**src/core/sysopt_defines.svh**
```systemverilog
`ifndef SYSOPT_DEFINES_SVH
`define SYSOPT_DEFINES_SVH
// Purpose: offsets, field positions, reset values and timing counts
// Assumes: 8-bit register port, byte offsets chosen locally
// Notes: identity value is arbitrary
`define ADDR_W 4
`define OFF_SYSOPT2 4'h0
`define OFF_IDENT_HI 4'h1
`define OFF_IDENT_LO 4'h2
`define OFF_PMCTRL1 4'h3
`define OFF_RESET_STATUS 4'h4
`define OFF_IRQ_STATUS 4'h5
`define OFF_IRQ_MASK 4'h6
`define OFF_WDOG_CFG 4'h7
// Option register bits
`define B_WDOG_CLKSEL 7
`define B_WDOG_WINDOW 6
`define B_SP1_FILTER 2
`define B_SP2_FILTER 1
`define B_CMP_CAPTURE 0
// Power management bits
`define B_WARN_FLAG 7
`define B_WARN_ACK 6
`define B_WARN_IRQ_EN 5
`define B_DET_RESET_EN 4
`define B_DET_STOP_EN 3
`define B_DET_EN 2
`define B_BANDGAP_EN 0
// Reset values
`define RST_SYSOPT2 8'h00
`define RST_PMCTRL1 8'h1C
`define RST_WDOG_CFG 2'h3
// Part number, arbitrary neutral value
`define PART_NUMBER 12'h5A3
`define SERVICE_FIRST 8'h55
`define SERVICE_SECOND 8'hAA
// Status bits: 0 warning set, 1 watchdog timeout, 2 window violation
`define IRQ_BITS 3
// Clock and slow oscillator
`define CLK_HZ 50000000
`define LPO_HZ 1000
`define LPO_DIV (`CLK_HZ / `LPO_HZ)
`define WIN_OPEN_SHORT 6144
`endif

```
**src/core/sysopt_pkg.sv**
```systemverilog
// Purpose: types for the system option block
// Assumes: constants live in sysopt_defines.svh
// Notes: none
package sysopt_pkg;
    typedef struct packed {
        logic [3:0] addr;
        logic [7:0] wdata;
        logic wr;
        logic rd;
    } bus_req_s;
    typedef struct packed {
        logic sp1_filter;
        logic sp2_filter;
        logic cmp_capture;
        logic bandgap_en;
        logic det_en;
        logic det_stop_en;
    } ctrl_s;
    typedef enum logic [1:0] {
        WD_IDLE,
        WD_GOT_FIRST
    } service_e;
endpackage

```
**src/core/system_option_and_lvd_regs.sv**
```systemverilog
// Purpose: system option, identification and supply monitor registers
// Assumes: plain register port, read data one cycle after strobe
// Notes: write-once bits lock on the first write after reset
// How it works
// - Clock select: 0 slow oscillator, 1 bus
// - Windowed service only in last quarter
// - Early service-register write forces reset
// - Write-once bits take only first write
// - Bit 2 enables port-one input filter
// - Bit 1 enables port-two input filter
// - Bit 0 routes comparator to capture
// - Read-only twelve-bit part number
// - Upper ident nibble reserved, writes ignored
// - Warning flag sets on low supply
// - Acknowledge clears flag once condition gone
// - Warning interrupt while flag and enable
// - Detect reset needs both enables set
// - Stop enable keeps detect in stop
// - Detect enable gates all detect bits
// - Bit 0 enables bandgap buffer
// - Timeout field; shortest window 6144 cycles
//
// Design decisions made here: the register addresses and the address-and-strobe port.
`include "sysopt_defines.svh"
module system_option_and_lvd_regs (
    // Clock and reset
    input wire logic clk_in,
    input wire logic reset_n_in,
    // Register port
    input wire logic [`ADDR_W-1:0] addr_in,
    input wire logic [7:0] wdata_in,
    input wire logic wr_in,
    input wire logic rd_in,
    output logic [7:0] rdata_out,
    // Supply monitor and modes
    input wire logic supply_warn_in,
    input wire logic supply_detect_in,
    input wire logic stop_mode_in,
    // Comparator path
    input wire logic comparator_in,
    output logic capture_ch0_out,
    // Controls to other blocks
    output sysopt_pkg::ctrl_s ctrl_out,
    output logic detect_active_out,
    output logic chip_reset_out,
    output logic irq_out
);
    sysopt_pkg::bus_req_s req;
    sysopt_pkg::service_e svc_q;
    logic wdog_clksel_q;
    logic wdog_window_q;
    logic [1:0] wdog_tsel_q;
    logic sp1_q;
    logic sp2_q;
    logic cmp_q;
    logic warn_flag_q;
    logic warn_ie_q;
    logic det_rst_q;
    logic det_stop_q;
    logic det_en_q;
    logic bandgap_q;
    logic opt_lock_q;
    logic pm_lock_q;
    logic wcfg_lock_q;
    logic [`IRQ_BITS-1:0] irq_stat_q;
    logic [`IRQ_BITS-1:0] irq_mask_q;
    logic warn_prev_q;
    logic [7:0] rdata_q;
    logic lpo_tick;
    logic win_open;
    logic wd_timeout;
    logic wd_restart;
    logic early_write;
    logic svc_write;
    logic [`IRQ_BITS-1:0] irq_events;
    logic warn_rise;
    // Reset words and part number as sized vectors, indexed per bit
    localparam logic [7:0] OPT_RST = `RST_SYSOPT2;
    localparam logic [7:0] PM_RST = `RST_PMCTRL1;
    localparam logic [11:0] PART = `PART_NUMBER;

    function automatic logic hit(input logic [`ADDR_W-1:0] a, input logic [`ADDR_W-1:0] o);
        return a == o;
    endfunction

    assign req = '{addr: addr_in, wdata: wdata_in, wr: wr_in, rd: rd_in};

    lpo_divider u_lpo (
        .clk_in(clk_in),
        .reset_n_in(reset_n_in),
        .tick_out(lpo_tick)
    );

    wdog_timer u_wdog (
        .clk_in(clk_in),
        .reset_n_in(reset_n_in),
        .timeout_sel_in(wdog_tsel_q),
        .clk_sel_in(wdog_clksel_q),
        .lpo_tick_in(lpo_tick),
        .restart_in(wd_restart),
        .window_open_out(win_open),
        .timeout_out(wd_timeout)
    );

    // Option register
    always_ff @(posedge clk_in) begin
        if (!reset_n_in) begin
            opt_lock_q <= 1'b0;
            wdog_clksel_q <= OPT_RST[`B_WDOG_CLKSEL];
            wdog_window_q <= OPT_RST[`B_WDOG_WINDOW];
            sp1_q <= OPT_RST[`B_SP1_FILTER];
            sp2_q <= OPT_RST[`B_SP2_FILTER];
            cmp_q <= OPT_RST[`B_CMP_CAPTURE];
        end else if (req.wr && hit(req.addr, `OFF_SYSOPT2)) begin
            if (!opt_lock_q) begin
                wdog_clksel_q <= req.wdata[`B_WDOG_CLKSEL];
                wdog_window_q <= req.wdata[`B_WDOG_WINDOW];
                opt_lock_q <= 1'b1;
            end
            sp1_q <= req.wdata[`B_SP1_FILTER];
            sp2_q <= req.wdata[`B_SP2_FILTER];
            cmp_q <= req.wdata[`B_CMP_CAPTURE];
        end
    end

    // Watchdog timeout field, write-once
    always_ff @(posedge clk_in) begin
        if (!reset_n_in) begin
            wcfg_lock_q <= 1'b0;
            wdog_tsel_q <= `RST_WDOG_CFG;
        end else if (req.wr && hit(req.addr, `OFF_WDOG_CFG) && !wcfg_lock_q) begin
            wdog_tsel_q <= req.wdata[1:0];
            wcfg_lock_q <= 1'b1;
        end
    end

    // Power management register controls
    always_ff @(posedge clk_in) begin
        if (!reset_n_in) begin
            pm_lock_q <= 1'b0;
            warn_ie_q <= PM_RST[`B_WARN_IRQ_EN];
            det_rst_q <= PM_RST[`B_DET_RESET_EN];
            det_stop_q <= PM_RST[`B_DET_STOP_EN];
            det_en_q <= PM_RST[`B_DET_EN];
            bandgap_q <= PM_RST[`B_BANDGAP_EN];
        end else if (req.wr && hit(req.addr, `OFF_PMCTRL1)) begin
            if (!pm_lock_q) begin
                det_rst_q <= req.wdata[`B_DET_RESET_EN];
                det_en_q <= req.wdata[`B_DET_EN];
                pm_lock_q <= 1'b1;
            end
            warn_ie_q <= req.wdata[`B_WARN_IRQ_EN];
            det_stop_q <= req.wdata[`B_DET_STOP_EN];
            bandgap_q <= req.wdata[`B_BANDGAP_EN];
        end
    end

    // Warning flag: set wins over acknowledge
    always_ff @(posedge clk_in) begin
        if (!reset_n_in) begin
            warn_flag_q <= 1'b0;
        end else if (supply_warn_in) begin
            warn_flag_q <= 1'b1;
        end else if (req.wr && hit(req.addr, `OFF_PMCTRL1) && req.wdata[`B_WARN_ACK]) begin
            warn_flag_q <= 1'b0;
        end
    end

    always_ff @(posedge clk_in) begin
        if (!reset_n_in) begin
            warn_prev_q <= 1'b0;
        end else begin
            warn_prev_q <= warn_flag_q;
        end
    end
    assign warn_rise = warn_flag_q && !warn_prev_q;

    // Service sequence on the reset status register
    assign svc_write = req.wr && hit(req.addr, `OFF_RESET_STATUS);
    assign early_write = svc_write && wdog_window_q && !win_open && (wdog_tsel_q != 2'b00);

    always_ff @(posedge clk_in) begin
        if (!reset_n_in) begin
            svc_q <= sysopt_pkg::WD_IDLE;
        end else if (svc_write) begin
            case (svc_q)
                sysopt_pkg::WD_IDLE: begin
                    if (req.wdata == `SERVICE_FIRST) begin
                        svc_q <= sysopt_pkg::WD_GOT_FIRST;
                    end
                end
                sysopt_pkg::WD_GOT_FIRST: begin
                    svc_q <= sysopt_pkg::WD_IDLE;
                end
                default: begin
                    svc_q <= sysopt_pkg::WD_IDLE;
                end
            endcase
        end
    end

    assign wd_restart = svc_write && svc_q == sysopt_pkg::WD_GOT_FIRST
        && req.wdata == `SERVICE_SECOND && (!wdog_window_q || win_open);

    // Interrupt status and mask
    assign irq_events = {early_write, wd_timeout, warn_rise};
    always_ff @(posedge clk_in) begin
        if (!reset_n_in) begin
            irq_stat_q <= '0;
        end else if (req.wr && hit(req.addr, `OFF_IRQ_STATUS)) begin
            irq_stat_q <= (irq_stat_q & ~req.wdata[`IRQ_BITS-1:0]) | irq_events;
        end else begin
            irq_stat_q <= irq_stat_q | irq_events;
        end
    end
    always_ff @(posedge clk_in) begin
        if (!reset_n_in) begin
            irq_mask_q <= '0;
        end else if (req.wr && hit(req.addr, `OFF_IRQ_MASK)) begin
            irq_mask_q <= req.wdata[`IRQ_BITS-1:0];
        end
    end
    assign irq_out = (|(irq_stat_q & irq_mask_q)) || (warn_ie_q && warn_flag_q);

    // Read data
    always_ff @(posedge clk_in) begin
        if (!reset_n_in) begin
            rdata_q <= 8'h00;
        end else if (req.rd) begin
            case (req.addr)
                `OFF_SYSOPT2: rdata_q <= {wdog_clksel_q, wdog_window_q, 3'b000,
                    sp1_q, sp2_q, cmp_q};
                `OFF_IDENT_HI: rdata_q <= {4'h0, PART[11:8]};
                `OFF_IDENT_LO: rdata_q <= PART[7:0];
                `OFF_PMCTRL1: rdata_q <= {warn_flag_q, 1'b0, warn_ie_q, det_rst_q,
                    det_stop_q, det_en_q, 1'b0, bandgap_q};
                `OFF_IRQ_STATUS: rdata_q <= {5'h00, irq_stat_q};
                `OFF_IRQ_MASK: rdata_q <= {5'h00, irq_mask_q};
                `OFF_WDOG_CFG: rdata_q <= {6'h00, wdog_tsel_q};
                default: rdata_q <= 8'h00;
            endcase
        end else begin
            rdata_q <= 8'h00;
        end
    end
    assign rdata_out = rdata_q;

    assign ctrl_out = '{sp1_filter: sp1_q, sp2_filter: sp2_q, cmp_capture: cmp_q,
        bandgap_en: bandgap_q, det_en: det_en_q, det_stop_en: det_stop_q};
    assign capture_ch0_out = cmp_q & comparator_in;
    assign detect_active_out = det_en_q && (!stop_mode_in || det_stop_q);
    assign chip_reset_out = (detect_active_out && det_rst_q && supply_detect_in)
        || early_write || wd_timeout;
endmodule

```
**src/core/lpo_divider.sv**
```systemverilog
// Purpose: one-cycle enable at the slow oscillator rate
// Assumes: single clock
// Notes: stands in for the 1 kHz oscillator
`include "sysopt_defines.svh"
module lpo_divider #(
    parameter int DIV = `LPO_DIV
) (
    // Clock and reset
    input wire logic clk_in,
    input wire logic reset_n_in,
    // Enable
    output logic tick_out
);
    logic [31:0] cnt_q;
    always_ff @(posedge clk_in) begin
        if (!reset_n_in) begin
            cnt_q <= 32'h0;
            tick_out <= 1'b0;
        end else if (cnt_q == 32'(DIV - 1)) begin
            cnt_q <= 32'h0;
            tick_out <= 1'b1;
        end else begin
            cnt_q <= cnt_q + 32'h1;
            tick_out <= 1'b0;
        end
    end
endmodule

```
**src/core/wdog_timer.sv**
```systemverilog
// Purpose: watchdog counter with optional service window
// Assumes: counter cleared by restart pulse
// Notes: window opens at three quarters of the timeout
`include "sysopt_defines.svh"
module wdog_timer (
    // Clock and reset
    input wire logic clk_in,
    input wire logic reset_n_in,
    // Control
    input wire logic [1:0] timeout_sel_in,
    input wire logic clk_sel_in,
    input wire logic lpo_tick_in,
    input wire logic restart_in,
    // Status
    output logic window_open_out,
    output logic timeout_out
);
    logic [18:0] cnt_q;
    logic [18:0] limit;
    logic step;
    function automatic logic [18:0] limit_of(input logic cs, input logic [1:0] t);
        logic [18:0] r;
        r = 19'h0;
        case ({cs, t})
            3'b001: r = 19'h00020;
            3'b010: r = 19'h00100;
            3'b011: r = 19'h00400;
            3'b101: r = 19'h02000;
            3'b110: r = 19'h10000;
            3'b111: r = 19'h40000;
            default: r = 19'h0;
        endcase
        return r;
    endfunction
    assign limit = limit_of(clk_sel_in, timeout_sel_in);
    assign step = clk_sel_in ? 1'b1 : lpo_tick_in;
    assign window_open_out = cnt_q >= (limit - (limit >> 2));
    always_ff @(posedge clk_in) begin
        if (!reset_n_in || restart_in || timeout_sel_in == 2'b00) begin
            cnt_q <= 19'h0;
            timeout_out <= 1'b0;
        end else if (step) begin
            if (cnt_q >= limit - 19'h1) begin
                cnt_q <= 19'h0;
                timeout_out <= 1'b1;
            end else begin
                cnt_q <= cnt_q + 19'h1;
                timeout_out <= 1'b0;
            end
        end else begin
            timeout_out <= 1'b0;
        end
    end
endmodule

```
**config.mk**
```make
export PLATFORM = sky130hd
export DESIGN_NAME = system_option_and_lvd_regs
export DESIGN_NICKNAME = d
export VERILOG_FILES = /design/src/core/sysopt_pkg.sv /design/src/core/system_option_and_lvd_regs.sv /design/src/core/lpo_divider.sv /design/src/core/wdog_timer.sv
export VERILOG_INCLUDE_DIRS = /design/src /design/src/core
export SDC_FILE = /design/constraint.sdc
export NUM_CORES = 1
export LEC_CHECK = 0
export ABC_AREA = 1
export ABC_CLOCK_PERIOD_IN_PS = 3200
export BUFFER_PORTS_ARGS = -buffer_cell sky130_fd_sc_hd__buf_2
export CORE_ASPECT_RATIO = 0.7
export CORE_MARGIN = 8
export CORE_UTILIZATION = 61
export CTS_CLUSTER_SIZE = 24
export DETAILED_ROUTE_END_ITERATION = 16
export PLACE_DENSITY = 0.9
export SETUP_SLACK_MARGIN = 0.5
export SYNTH_ARGS = -nofsm -noshare
export SYNTH_HDL_FRONTEND = slang
export SYNTH_SLANG_ARGS = --single-unit
```
**constraint.sdc**
```tcl
create_clock -name clk_in -period 3.2 [get_ports clk_in]
set_clock_uncertainty 0.2 [all_clocks]
set_input_delay 0 -clock clk_in [delete_from_list [all_inputs] [get_ports clk_in]]
set_output_delay 0 -clock clk_in [all_outputs]
set_load 0.05 [all_outputs]
```
==> results of run 1 <==
per-stage QoR:
step | utilization [%] | TNS, ns | worst slack [ns] | hold slack (ns)
after floorplan | - | 0 | 0.501 | -0.0938
after global placement | 65.2 | 0 | 0.373 | 0.00765
after detailed placement | 65.2 | 0 | 0.287 | 0.00881
after CTS | 73.5 | 0 | 0.295 | 0.151
after global routing | 76.6 | -8.38 | -0.419 | 0.150
final | 76.6 | -2.87 | -0.198 | 0.146
flip-flops by register name, indices dropped and copies added, names as in the netlist, 2 cells and up:
register and flops:
u_lpo.cnt_q 32, u_wdog.cnt_q 19, rdata_out 8, irq_mask_q 3
wdog_tsel_q 2, irq_stat_q 3
cells in the mapped netlist, drive strengths merged, types with 6 or more instances:
cell   number
buf        13
xnor2       6
nand3      40
o21ai      28
nand4      21
a21oi      33
dfxtp      85
nor2      133
xor2       27
inv       131
ha         35
nand2     206
nor3       26
area by class of cell:
class	count	area (um2)
inverters	134	510
fillers	551	2090
repair buffers	91	744
well taps	124	155
clock buffers	10	229
flip-flops and latches	85	1710
multi-input cells	580	3430
clock inverters	5	60.1
kinds of logic after synthesis:
group	count (synthesis)	share of synthesized area [%]
DFF	85	30.8
buffers and inverters	149	11.3
xor gates and xnor gates	33	5.23
AOI/OAI and AO/OA	76	7.68
and+or+nand+nor	435	37.0
adders and majority gates	35	7.93
other	1	0.0679
power breakdown:
part / internal, mW / switching [mW] / leakage, nW
Sequential: 1.07 / 0.0142 / 0.687
Clock: 0.605 / 0.484 / 0.136
Combinational: 0.0950 / 0.172 / 2.26
Total: 1.77 / 0.670 / 3.08
metal layers:
| metal | up-vias | wire length [um] | track usage (%) |
|---|---|---|---|
| met4 | 4 | 1880 | 18.7 |
| li1 | 2726 | - | - |
| met2 | 561 | 9120 | 47.2 |
| met5 | - | 27 | 0 |
| met3 | 202 | 3010 | 7.77 |
| met1 | 2796 | 7100 | 33.7 |
what timing repair did:
item | in CTS | in global routing
hold buffers | 30 | 0
endpoints found under the setup margin | 22 | 27
cloned | 0 | 3
pin swaps | 14 | 23
resized for setup | 15 | 43
hold endpoints to repair | 33 | 0
buffers inserted | 12 | 6
tightest hold or removal path, cell delays in order:
cell            delay, ns
buf_2                0.10
nor2_2               0.04
dlymetal6s4s_1       0.30
nand3_2              0.15
nor3_1               0.06
how the worst min path moves through the flow:
stage / startpoint / end / slack [ns] / cells past startpoint
after floorplan: supply_warn_in / warn_flag_q$_SDFFE_PN0P_ / -0.09 / 2
after CTS: stop_mode_in / detect_active_out / 0.15 / 3
after detailed placement: supply_warn_in / warn_flag_q$_SDFFE_PN0P_ / 0.009 / 3
final: addr_in[3] / rdata_out[3]$_SDFF_PN0_ / 0.15 / 5
after global routing: addr_in[3] / rdata_out[3]$_SDFF_PN0_ / 0.15 / 5
after global placement: supply_warn_in / warn_flag_q$_SDFFE_PN0P_ / 0.008 / 3
==> results.toml, run 1 <==
[setup_path]
endpoint_kind = "output pin"
arrival_ns = 3.20
cp-endpoint = "chip_reset_out"
critPathMaxStageDelay_ns = 0.39
cp-startpoint = "wdog_tsel_q[1]$_SDFFE_PN1P_"
r2r_slack_ns = -0.17
crit_slowest_cell = "dfxtp_4"
worst-setup-path-type = "register to output pin"
cp_top_family = "simple AND/OR/NAND/NOR gates"
critPathBufInv = 5
critPathLaunchType = "register"
cp_num_cells = 19
critPathRequiredTime_ns = 3.00
regToRegStartpoint = "wdog_tsel_q[0]$_SDFFE_PN1P_"
critPathMostFrequentCell = "nor2_4"
path_cells = "inv_4, nor2_4, inv_2, nor2_4, inv_2, ha_4, o21ai_1, nand2_1, nand2_2, xor2_1, ha_1, nand3_4, nor2_4, buf_4, and2_1, nand2_1, nand4_1, nand3_2, buf_8"
timing.rr.end = "u_wdog.cnt_q[7]$_SDFFE_PP0N_"
worst-path-max-fanout = 4
ff2ff_path_depth = 13

[global_routing]
grt_pass1_vias = 5661
gr-usage-all-layers_pct = 29.0
grt_max_degree = 23
grt_overflow = 0
antenna_found_initial = 3
grt_pass1_wl_um = 27800

[die]
core-area_um2 = 8930
ios = 38
rows = 29
die_area_um2 = 12400
start_util_pct = 61.9
die_h_um = 95.6
die_x_um = 130

[yosys]
synth_area_um2 = 5530
syn_nets = 869
synth_edf_count = 0
yosys.area.top_type = "dfxtp_1"
syn_inst = 814
synth_ff_type = "dfxtp_1"
ys_warn_count = 0
postSynth.asyncResetShare_pct = 0
synth_top_area_share_pct = 30.8
yosys-top-cells-area = "dfxtp_1 31%, nand2_1 13%, ha_1 7.9%"
synth.avg_cell_area_um2 = 6.79
synth_cell_types = 45
ys_ff_latch = 85
yosysSeqAreaShare_pct = 30.8

[sta]
rsz0062_at_grt = "yes"
max_freq_ghz = 0.294
finalWorstPathRequiredPeriod_ns = 3.40
fin_crit_sh_pct = 106
slew_headroom_pct = 54.5
worst_slack_ns = -0.198
tightestPinTransition_ns = 0.683
setup_violations = 22
drv_slew = 0
hold_violations = 0

[power_and_ir_drop]
p_total_mw = 2.44
peakVddDrop_v = 0.000373
power_leakage_nw = 3.08
power_density_nw_per_um2 = 357

[run_status]
status = "complete, but fails checks"
violations = "setup timing"

[layout]
fin_cells = 1029
final_cell_mix = "183 x nand2_1, 109 x inv_1, 83 x nor2_1, 82 x dfxtp_1"
mostFrequentLayoutCell = "nand2_1"
drive_gt1_share_pct = 22.2
fin_nets = 956
antenna_cells = 0
area_delta_synth_final_pct = 23.7
fin_area_um2 = 6840

[placed_design]
hpwl_um = 9800
placedCellCount = 963
place.gp.congestion = 0.943
io_buffers = 37
placed_cell_area_um2 = 5820

[clocking]
ctsHtreeMaxLevel = 3
path_clk_slew_ns = 0.08
cts.path.max_buffers = 2
insertion_delay_ns = 0.36
cts.sinks = 85
cts_buffers = 9
cts_tree = "yes"
root_buffer = "clkbuf_16"

[routing]
drcViolationCount = 0
drt_iter0_markers = 823
routed_wl_um = 21100
firstDrtPassIters = 8
vias = 6289
antenna_left = 0
avgRoutedWirePerCell_um = 20.5
vias_per_cell = 6.11

[job]
drv_cap = 0

[hold_path]
worstHoldPathType = "input port to register"
Power figures use the tool's default switching activity.
==> run 2, diff against run 1 <==
- BUFFER_PORTS_ARGS: -buffer_cell sky130_fd_sc_hd__buf_2 -> not set
- CORE_UTILIZATION: 61 -> 64
- DONT_BUFFER_PORTS: not set -> 1
==> results.toml, run 2 (synthesis gave the netlist of run 1 again) <==
[clocking]
cts.sinks = 85
cts_tree = "yes"
path_clk_slew_ns = 0.07
cts.path.max_buffers = 2
cts_buffers = 9
insertion_delay_ns = 0.34
root_buffer = "clkbuf_16"
ctsHtreeMaxLevel = 3

[layout]
regMostFlops = "u_lpo.cnt_q"
antenna_cells = 0
seq_area_um2 = 1710
fin_nets = 926
fill_cells = 490
fin_cells = 981
area_delta_synth_final_pct = 23.0
mostFrequentLayoutCell = "nand2_1"
drive_gt1_share_pct = 21.1
largest_reg_flops = 32
multi_input_comb_area_um2 = 3570
final_cell_mix = "177 x nand2_1, 107 x inv_1, 88 x nor2_1, 82 x dfxtp_1, 34 x nand3_1"
fin_area_um2 = 6800

[global_routing]
grt_max_degree = 23
grt_pass1_vias = 5567
antenna_found_initial = 0
gr-usage-all-layers_pct = 28.7
grt_pass1_wl_um = 27400
grt_overflow = 0

[setup_path]
path_cells = "buf_12, nand2_8, nor2_4, inv_2, ha_2, nor2_2, o21ai_2, nand2_1, nand2_1, xor2_1, ha_1, nand3_2, nor2_2, and2_1, nand2_2, nand4_1, nand3_4"
timing.rr.end = "u_wdog.cnt_q[9]$_SDFFE_PP0N_"
ff2ff_path_depth = 22
worst-setup-path-type = "register to output pin"
r2r_slack_ns = 0.07
cp-startpoint = "wdog_tsel_q[1]$_SDFFE_PN1P_"
cp-endpoint = "chip_reset_out"
critPathMaxStageDelay_ns = 0.38
arrival_ns = 3.03
regToRegStartpoint = "wdog_tsel_q[1]$_SDFFE_PN1P_"
cp_num_cells = 17
cp_top_family = "simple AND/OR/NAND/NOR gates"
critPathRequiredTime_ns = 3.00
critPathBufInv = 2
endpoint_kind = "output pin"
critPathLaunchType = "register"
crit_slowest_cell = "dfxtp_4"
worst-path-max-fanout = 3

[sta]
rsz0062_at_grt = "yes"
slew_headroom_pct = 31.1
fin_tns_setup_ns = -0.0320
max_freq_ghz = 0.309
drv_slew = 0
fin_crit_sh_pct = 101
tightestPinTransition_ns = 1.03
setup_violations = 1
finalWorstPathRequiredPeriod_ns = 3.23
hold_violations = 0
worst_slack_ns = -0.0320

[placed_design]
placed_cell_area_um2 = 5600
hpwl_um = 10600
place.gp.congestion = 0.989
place_ws_ns = 0.0434
io_buffers = 0
placedCellCount = 907

[power_and_ir_drop]
peakVddDrop_v = 0.000356
power_leakage_nw = 3.06
power_density_nw_per_um2 = 361
p_total_mw = 2.45

[routing]
drt_iter0_markers = 776
vias_per_cell = 6.26
vias = 6140
routed_wl_um = 19400
antenna_left = 0
firstDrtPassIters = 17
drcViolationCount = 0
avgRoutedWirePerCell_um = 19.7

[die]
die_x_um = 127
rows = 28
die_area_um2 = 11900
core-area_um2 = 8410
start_util_pct = 65.7
die_h_um = 93.7
ios = 38

[run_status]
violations = "setup timing"
status = "complete, but fails checks"

[hold_path]
worstHoldPathType = "input port to output pin"

[job]
drv_cap = 0
run 2: cell type report:
| cell class | count | area share, % |
|---|---|---|
| Sequential cell | 85 | 25.2 |
| Tap cell | 105 | 1.93 |
| Inverter | 134 | 7.51 |
| Multi-Input combinational cell | 586 | 52.5 |
| Timing Repair Buffer | 55 | 8.12 |
| Clock inverter | 6 | 1.07 |
| Clock buffer | 10 | 3.68 |
run 2: per-stage QoR:
stage / utilization, % / hold slack (ns)
2_1_floorplan: - / -0.0938
3_3_place_gp: 66.6 / -0.108
3_5_place_dp: 66.6 / -0.103
4_1_cts: 78.7 / 0.0369
5_1_grt: 80.8 / 0.0547
6_report: 80.8 / 0.0433
run 2: repair_timing:
item / 4_1_cts / 5_1_grt
setup buffers: 15 / 9
resized for setup: 45 / 25
endpoints found under the hold margin: 80 / 0
cloned: 6 / 0
pin swaps: 37 / 9
endpoints found under the setup margin: 22 / 30
hold buffers: 29 / 0
run 2: how the worst min path moves through the flow:
stage	to	cells after the start	from
after global routing	detect_active_out	2	stop_mode_in
after CTS	detect_active_out	2	stop_mode_in
after floorplan	warn_flag_q$_SDFFE_PN0P_	2	supply_warn_in
final	detect_active_out	2	stop_mode_in
after global placement	det_rst_q$_SDFFE_PN1P_	1	reset_n_in
after detailed placement	det_rst_q$_SDFFE_PN1P_	1	reset_n_in
run 2: worst reg2reg max path, stage by stage, from the launching register on:
cell and delay (ns):
dfxtp_4 0.38, buf_12 0.12, nand2_8 0.05, nor2_4 0.12, inv_2 0.08, ha_2 0.19, nor2_2 0.12, o21ai_2 0.06
nand2_1 0.05, nand2_1 0.06, xor2_1 0.15, ha_1 0.30, nand3_2 0.12, inv_2 0.09, nand3_2 0.10, nor2_4 0.19
nor2_4 0.08, buf_6 0.12, nand2_4 0.08, nand2_8 0.08, buf_12 0.16, nand2_8 0.09, nor2_1 0.06
run 2: layer usage:
metal / wire [um] / GRT usage [%] / part of all wire (%)
met1: 6890 / 32.3 / 36
met2: 8600 / 47.7 / 44
met3: 2370 / 9.18 / 12
met4: 1510 / 16.7 / 7.8
met5: 0 / 0 / 0
run 2: power by group:
| part | total [mW] | switching [mW] | internal, mW |
|---|---|---|---|
| sequential | 1.10 | 0.0252 | 1.07 |
| combinational | 0.226 | 0.146 | 0.0797 |
| clock | 1.13 | 0.467 | 0.664 |
